--- config.mk ---
export PLATFORM = sky130hd
export DESIGN_NAME = msc_status_change
export DESIGN_NICKNAME = d
export VERILOG_FILES = /design/src/msc_sync2.v /design/src/msc_status_change.v
export VERILOG_INCLUDE_DIRS = /design/src
export SDC_FILE = /design/constraint.sdc
export NUM_CORES = 1
export LEC_CHECK = 0
export ABC_CLOCK_PERIOD_IN_PS = 3600
export BUFFER_PORTS_ARGS = -buffer_cell sky130_fd_sc_hd__buf_2
export CAP_MARGIN = 20
export CELL_PAD_IN_SITES_DETAIL_PLACEMENT = 0
export CELL_PAD_IN_SITES_GLOBAL_PLACEMENT = 1
export CORE_ASPECT_RATIO = 1.75
export CORE_MARGIN = 8
export CORE_UTILIZATION = 36
export DETAILED_ROUTE_END_ITERATION = 10
export GPL_TIMING_DRIVEN = 1
export PLACE_DENSITY = 0.95
export SLEW_MARGIN = 20
export SYNTH_ARGS = -nofsm -noshare
export SYNTH_HDL_FRONTEND = slang
export SYNTH_HIERARCHICAL = 1
export SYNTH_SLANG_ARGS = --single-unit
--- constraint.sdc ---
create_clock -name mclk -period 3.6 [get_ports mclk]
set_input_delay 0.18 -clock mclk [delete_from_list [all_inputs] [get_ports mclk]]
set_output_delay 0.18 -clock mclk [all_outputs]
set_load 0.03 [all_outputs]
--- src/msc_defs.vh ---
/*
 Constants for the modem status-change mask unit: register offsets,
 field positions, reset values.
 Assumes inclusion by bare name from the design files.
*/
`ifndef MSC_DEFS_VH
`define MSC_DEFS_VH

`define MSC_OFF_EVENT        8'hF0
`define MSC_OFF_MASK         8'hF4
`define MSC_OFF_PRESENT      8'hF8
`define MSC_OFF_FORCE        8'hFC

`define MSC_BIT_IRQ_GATE     15
`define MSC_BIT_WAKE_GATE    14
`define MSC_BIT_AUDIO_HI     6
`define MSC_BIT_AUDIO_LO     5
`define MSC_BIT_GENERAL_WAKE_GATE_BIT        4
`define MSC_BIT_BATT_READY   2
`define MSC_BIT_BATT_WP      1

`define MSC_MASK_WMASK       32'h0000C076
`define MSC_MASK_RESET       32'h00000000
`define MSC_PRESENT_RESET    32'h00000000
`define MSC_EVENT_RESET      32'h00000000

`endif

--- src/msc_sync2.v ---
/*
 Two-flop synchroniser for one asynchronous level.
 Assumes the input comes from a pin outside the mclk domain.
*/
`timescale 1ns/1ps
module msc_sync2 (
  // Clock and reset
  input  wire mclk,
  input  wire rstAsync,
  // Level
  input  wire din,
  output reg  dout
);

  reg stage1;

  always @(posedge mclk or posedge rstAsync) begin
    if (rstAsync) begin
      stage1 <= 1'b0;
      dout   <= 1'b0;
    end else begin
      stage1 <= din;
      dout   <= stage1;
    end
  end

endmodule // msc_sync2

--- src/msc_status_change.v ---
/*
 Modem function status-change unit for CardBus mode: event, mask,
 present-state and force-event registers, and the gating of the modem
 interrupt line and the CardBus status-change line.
 Assumes a simple synchronous register port on mclk (one-cycle read or
 write strobe with byte offset), and that modem pins and the power-up
 reset pin are asynchronous to mclk.
*/
// What this block does
// [RULE1] Mask bit 15 clear blocks modem interrupt; event register untouched.
// [RULE2] Interrupt asserts only with request and control-block enable set; mask bit 15 also needed in CardBus mode after a mask write.
// [RULE3] Mask bit 15 gates interrupt only after software writes the mask.
// [RULE4] Mask bit 14 clear blocks wake events toward status-change output; events untouched.
// [RULE5] Mask bit 4 clear blocks wake events toward status-change output.
// [RULE6] In CardBus mode only, status-change drives on wake AND general wake, or PME enable alone.
// [RULE7] Mask bits 6:5 hold a two-bit audio enable, reset zero.
// [RULE8] Mask bits 2 and 1 hold battery ready and write protect.
// [RULE9] Mask reserved bits 31:16, 13:7, 3 and 0 stay zero.
// [RULE10] Present bit 15 follows the modem interrupt pin live.
// [RULE11] Present bit 4 shows the inverted modem ring pin live.
// [RULE12] Present bits 2 and 1 carry battery ready and write protect.
// [RULE13] Present reserved bits 31:16, 14:5, 3 and 0 read zero.
// [RULE14] A force-event register lets software raise events.
// [RULE15] These registers act only while in CardBus mode.
// [RULE16] Power-up reset pin initialises them; software resets do not.
// [RULE17] Present writes ignored; mask writable bits read back as written.
`include "msc_defs.vh"
`timescale 1ns/1ps
module msc_status_change (
  // Clock and resets
  input  wire        mclk,
  input  wire        sys_rst,
  input  wire        alternate_power_up_reset_n,
  // Mode and enables from the rest of the controller
  input  wire        cardbusMode,
  input  wire        systemControlBlockModemEn,
  input  wire        pmeEnable,
  input  wire        modemIrqRequest,
  // Modem chipset pins
  input  wire        modem_irq_input,
  input  wire        modem_ring_input_n,
  input  wire        battery_detect_ready,
  input  wire        battery_detect_write_protect,
  // Register port
  input  wire [7:0]  regAddr,
  input  wire        regWrite,
  input  wire        regRead,
  input  wire [31:0] regWdata,
  output reg  [31:0] regRdata,
  output reg         regRvalid,
  // Outputs
  output reg         modemIntaOut,
  output reg         cardStatusChange,
  output reg  [1:0]  pulse_audio_enable
);

  ////////////////////////////////////////////////////////////////////////
  // Reset and pin synchronisation.

  wire rstAll;
  wire irqPin;
  wire ringPin;
  wire battReady;
  wire battWp;
  wire pmeSync;

  // Power-up reset joins system reset; no software reset reaches here.
  assign rstAll = sys_rst | ~alternate_power_up_reset_n; // [RULE16]

  msc_sync2 uSyncIrq (
    .mclk     (mclk),
    .rstAsync (rstAll),
    .din      (modem_irq_input),
    .dout     (irqPin)
  );

  msc_sync2 uSyncRing (
    .mclk     (mclk),
    .rstAsync (rstAll),
    .din      (~modem_ring_input_n),
    .dout     (ringPin)
  );

  msc_sync2 uSyncBattReady (
    .mclk     (mclk),
    .rstAsync (rstAll),
    .din      (battery_detect_ready),
    .dout     (battReady)
  );

  msc_sync2 uSyncBattWp (
    .mclk     (mclk),
    .rstAsync (rstAll),
    .din      (battery_detect_write_protect),
    .dout     (battWp)
  );

  assign pmeSync = pmeEnable;

  ////////////////////////////////////////////////////////////////////////
  // Registers.

  reg  [31:0] modemEventMask;
  reg  [31:0] modemEvent;
  reg         maskWritten;
  wire [31:0] modemPresentState;
  wire        wrMask;
  wire        wrEvent;
  wire        wrForce;
  wire        irqGateBit;
  wire        wakeGateBit;
  wire        generalWakeGateBit;
  wire        maskAllowsIrq;
  wire        wakeAllowed;
  wire [31:0] liveEvents;
  wire [31:0] next_modemEvent;

  assign wrMask  = regWrite & cardbusMode &
                   (regAddr == `MSC_OFF_MASK); // [RULE15]
  assign wrEvent = regWrite & cardbusMode & (regAddr == `MSC_OFF_EVENT);
  assign wrForce = regWrite & cardbusMode & (regAddr == `MSC_OFF_FORCE);

  // Reserved mask bits are never stored, so they read zero.
  always @(posedge mclk or posedge rstAll) begin
    if (rstAll) begin
      modemEventMask <= `MSC_MASK_RESET;
      maskWritten    <= 1'b0;
    end else if (wrMask) begin
      modemEventMask <= regWdata & `MSC_MASK_WMASK; // [RULE9] [RULE17]
      maskWritten    <= 1'b1; // [RULE3]
    end
  end

  assign irqGateBit         = modemEventMask[`MSC_BIT_IRQ_GATE];
  assign wakeGateBit        = modemEventMask[`MSC_BIT_WAKE_GATE];
  assign generalWakeGateBit = modemEventMask[`MSC_BIT_GENERAL_WAKE_GATE_BIT];

  // Live event sources in present-state layout.
  assign modemPresentState = {16'h0000,
                              irqPin,                 // [RULE10]
                              10'h000,                // [RULE13]
                              ringPin,                // [RULE11]
                              1'b0,
                              battReady,              // [RULE12]
                              battWp,                 // [RULE12]
                              1'b0};
  assign liveEvents = modemPresentState;

  // Events latch from a rising source or a forced write. Set wins over
  // a write-one-to-clear in the same cycle so no event is lost. The mask
  // never touches this register.
  reg [31:0] prevSources;
  assign next_modemEvent =
    ((modemEvent & ~(wrEvent ? regWdata : 32'h00000000)) |
     (liveEvents & ~prevSources) |
     (wrForce ? (regWdata & `MSC_MASK_WMASK) : 32'h00000000)) &
    `MSC_MASK_WMASK; // [RULE1] [RULE4] [RULE5] [RULE14]

  always @(posedge mclk or posedge rstAll) begin
    if (rstAll) begin
      modemEvent  <= `MSC_EVENT_RESET;
      prevSources <= `MSC_PRESENT_RESET;
    end else begin
      prevSources <= liveEvents;
      if (cardbusMode) begin
        modemEvent <= next_modemEvent; // [RULE15]
      end
    end
  end

  ////////////////////////////////////////////////////////////////////////
  // Output gating.

  // Before the first mask write, the mask bit does not block the line.
  assign maskAllowsIrq = ~maskWritten | irqGateBit; // [RULE1] [RULE3]
  assign wakeAllowed   = wakeGateBit & generalWakeGateBit &
                         (modemEvent[`MSC_BIT_GENERAL_WAKE_GATE_BIT] |
                          modemEvent[`MSC_BIT_IRQ_GATE]); // [RULE4] [RULE5]

  always @(posedge mclk or posedge rstAll) begin
    if (rstAll) begin
      modemIntaOut       <= 1'b0;
      cardStatusChange   <= 1'b0;
      pulse_audio_enable <= 2'b00;
    end else begin
      modemIntaOut     <= modemIrqRequest & systemControlBlockModemEn &
                          (~cardbusMode | maskAllowsIrq); // [RULE2]
      cardStatusChange <= cardbusMode &
                          (wakeAllowed | pmeSync); // [RULE6]
      pulse_audio_enable <= modemEventMask[`MSC_BIT_AUDIO_HI:
                                           `MSC_BIT_AUDIO_LO]; // [RULE7]
    end
  end

  ////////////////////////////////////////////////////////////////////////
  // Read port. Reads answer one cycle after the strobe.

  reg [31:0] next_regRdata;

  always @* begin
    next_regRdata = 32'h00000000;
    if (cardbusMode) begin
      case (regAddr)
        `MSC_OFF_EVENT:   next_regRdata = modemEvent;
        `MSC_OFF_MASK:    next_regRdata = modemEventMask; // [RULE8]
        `MSC_OFF_PRESENT: next_regRdata = modemPresentState; // [RULE17]
        default:          next_regRdata = 32'h00000000;
      endcase
    end
  end

  always @(posedge mclk or posedge rstAll) begin
    if (rstAll) begin
      regRdata  <= 32'h00000000;
      regRvalid <= 1'b0;
    end else begin
      regRvalid <= regRead;
      if (regRead) begin
        regRdata <= next_regRdata;
      end
    end
  end

endmodule // msc_status_change

==> impl_metrics.toml <==
[clock_tree]
post_cts_buffers = 0
clk_latency_ns = 0.29
clockBufferDepth = 2
cts_tree = "yes"
cts_hold_buffers = 5
cts_resized = 0
ctsHtreeMaxLevel = 2
path_clk_slew_ns = 0.07
cts_sinks = 39
cts_buffers = 5
cts.root.buffer_cell = "clkbuf_8"

[routing]
avgRoutedWirePerCell_um = 15.1
vias = 1238
first_pass_iters = 4
vias_per_cell = 4.82
ant_nets = 0
drc = 0
drt_wl_total_um = 3880
drtIter0Drc = 9

[global_route]
grt_max_degree = 15
overflow = 0
grt_pass1_vias = 1447
antenna_found_initial = 0
track_usage_pct = 10.4
grt_pass1_wl_um = 6440

[finish]
fillCellCount = 473
final_nets = 255
layoutNonFillerInstCount = 257
areaGrowthSynthToFinish_pct = 17.9
drive_gt1_share_pct = 31.5
antenna_cells = 0

[power_and_ir_drop]
power_density_nw_per_um2 = 436
p_int_mw = 0.708
p_sw_mw = 0.228
ir_worst_vdd_v = 0.000565
share_seq_of_total_power_pct = 48.9
leakagePower_nw = 1.13
switching_share_pct = 24.3
p_clk_share_pct = 39.3
p_comb_share_pct = 11.8

[synth]
synth_cell_type_count = 31
ys_ff_latch = 39
ys_seq_area_share_pct = 53.6
yosysTopAreaCellShare_pct = 53.6
synth_async_sr_flop_share_pct = 100
yosysTopAreaCell = "dfrtp_1"
synth-edff-count = 0
syn_avg_cell_area_sq_um = 11.7
synth_ff_type = "dfrtp_1"
synth_cells = 155
yosysMostFrequentCell = "dfrtp_1"
synth.top_cells.by_count = "dfrtp_1, buf_4, inv_1"
synthesis.area_sq_um = 1820
synth_area_leaders = "dfrtp_1, buf_4, mux2_2"
ys_warn_count = 6

[status]
status = "complete, no violations"

[worst_setup_path]
start_kind = "primary input"
crit_buf_inv = 1
cpMaxStageDelayCell = "nor4_4"
max_stage_delay_ns = 0.69
cp_top_family = "simple AND/OR/NAND/NOR gates"
reg2reg_slack_ns = 2.60
crit_path_end_kind = "flop"
cp.arrival_ns = 1.73
path_cells = "buf_2, nand4bb_4, nor4_4, mux2_2"
critPathKind = "in -> reg"
path_max_fanout = 11
crit_required_ns = 3.77

[timing]
tightest_slew_ns = 0.665
clock-skew-final_ns = 0.00888
finalSetupViolCount = 0
finalHoldViolations = 0
max-slew-margin-rel_pct = 55.3
finalCritPeriodShare_pct = 43.5
slew_viol_final = 0
whs_ns = 0.0296
rsz0062_at_grt = "no"
fin_crit_ns = 1.57
fmaxAchievable_ghz = 0.638
setup_tns_ns = 0

[floorplan]
die_w_um = 69.7
coreArea_sq_um = 4930
die_area_sq_um = 7670
ios = 90
core.rowCount = 34
dieHeight_um = 110
start_util_pct = 36.9

[min_path]
hold_class = "in -> reg"

[placement]
dp.cells = 244
gp_congestion = 0.831
portBuffers = 39
hpwl_um = 3110

[run]
cap_violations = 0
-- flip-flops by register name, indices dropped and copies added, names as in the netlist, 2 cells and up --
register            cells
modemEventMask          7
modemEvent              7
regRdata                7
prevSources             4
pulse_audio_enable      2
-- per-layer routing --
| layer | track usage, % | share of wire [%] |
|---|---|---|
| met2 | 20.5 | 56 |
| met3 | 2.78 | 4.2 |
| met1 | 9.34 | 36 |
| met4 | 6.06 | 3.0 |
| met5 | 0 | 0 |
-- area by class of cell --
type / instances / area [sq um] / area share (%)
sequential: 39 / 976 / 45.5
multi-input combinational: 92 / 656 / 30.6
timing repair buffer: 46 / 260 / 12.1
clock buffer: 6 / 82.6 / 3.85
inverter: 18 / 67.6 / 3.15
tap: 54 / 67.6 / 3.15
clock inverter: 2 / 35.0 / 1.63
-- per-stage QoR --
step           total power [mW]  worst slack, ns  utilization, %  instance area, sq um
3_3_place_gp              0.569             1.78            40.1                  1980
6_report                  0.936             2.03            43.5                  2140
4_1_cts                   0.948             2.05            43.5                  2140
2_1_floorplan             0.562             1.56               -                  1910
3_5_place_dp              0.572             1.75            40.1                  1980
5_1_grt                   0.980             2.00            43.5                  2140
-- cells by family after synthesis --
logic type | count (synthesis) | share of synthesized area (%)
AOI/OAI and AO/OA | 25 | 10.7
buffers and inverters | 48 | 15.4
DFF | 39 | 53.6
muxes | 17 | 9.97
other | 1 | 0.206
and+or+nand+nor | 25 | 10.1
-- final timing paths --
kind                                                  from           endpoint  cells past startpoint
max in group asynchronous       alternate_power_up_reset_n        regRdata[4]                      4
worst max-delay path                            regAddr[0]  modemEventMask[4]                      4
worst min-delay path                    modem_ring_input_n   uSyncRing/stage1                      2
worst max register to register           modemEventMask[5]        regRdata[5]                      3
worst min register to register          uSyncBattWp/stage1   uSyncBattWp/dout                      0
min in group asynchronous                          sys_rst  modemEventMask[5]                      3
-- cells in the final DEF (no fill, tap or decap) --
| cell | Yosys | layout |
|---|---|---|
| mux2i_1 | 8 | 8 |
| o41ai_1 | 7 | 7 |
| buf_4 | 26 | 2 |
| a2bb2oi_1 | 4 | 4 |
| dfrtp_1 | 39 | 39 |
| nand3_1 | 3 | 3 |
| nor2b_1 | 2 | 1 |
| a31oi_1 | 1 | 1 |
| o221ai_1 | 3 | 3 |
| o211a_1 | 1 | 1 |
| inv_1 | 18 | 18 |
| conb_1 | 1 | 25 |
| mux2_2 | 9 | 9 |
| nor2b_2 | 0 | 1 |
| or2_2 | 1 | 1 |
| and3_1 | 2 | 2 |
| buf_2 | 2 | 39 |
| clkbuf_8 | 0 | 6 |
| nor3_1 | 3 | 3 |
| o22ai_1 | 4 | 4 |
| bufinv_16 | 0 | 1 |
| clkinv_2 | 0 | 1 |
| nand3b_1 | 1 | 1 |
| o21a_1 | 1 | 1 |
| nor4_4 | 1 | 1 |
| and4bb_2 | 1 | 1 |
| dlygate4sd3_1 | 0 | 5 |
| o21ai_0 | 3 | 3 |
| nand4b_2 | 1 | 1 |
| nand2b_1 | 1 | 1 |
| nand4_1 | 1 | 1 |
| o211ai_1 | 1 | 1 |
| nand2_1 | 7 | 7 |
| nand4bb_4 | 1 | 1 |
-- power groups by stage --
stage / clock (mW) / combinational (mW) / sequential [mW]
global placement: 0 / 0.104 / 0.465
finish: 0.368 / 0.111 / 0.457
floorplan: 0 / 0.0936 / 0.469
CTS: 0.379 / 0.111 / 0.457
global route: 0.400 / 0.121 / 0.459
detailed placement: 0 / 0.106 / 0.466
Note: power is estimated with default switching activity, not from simulation.
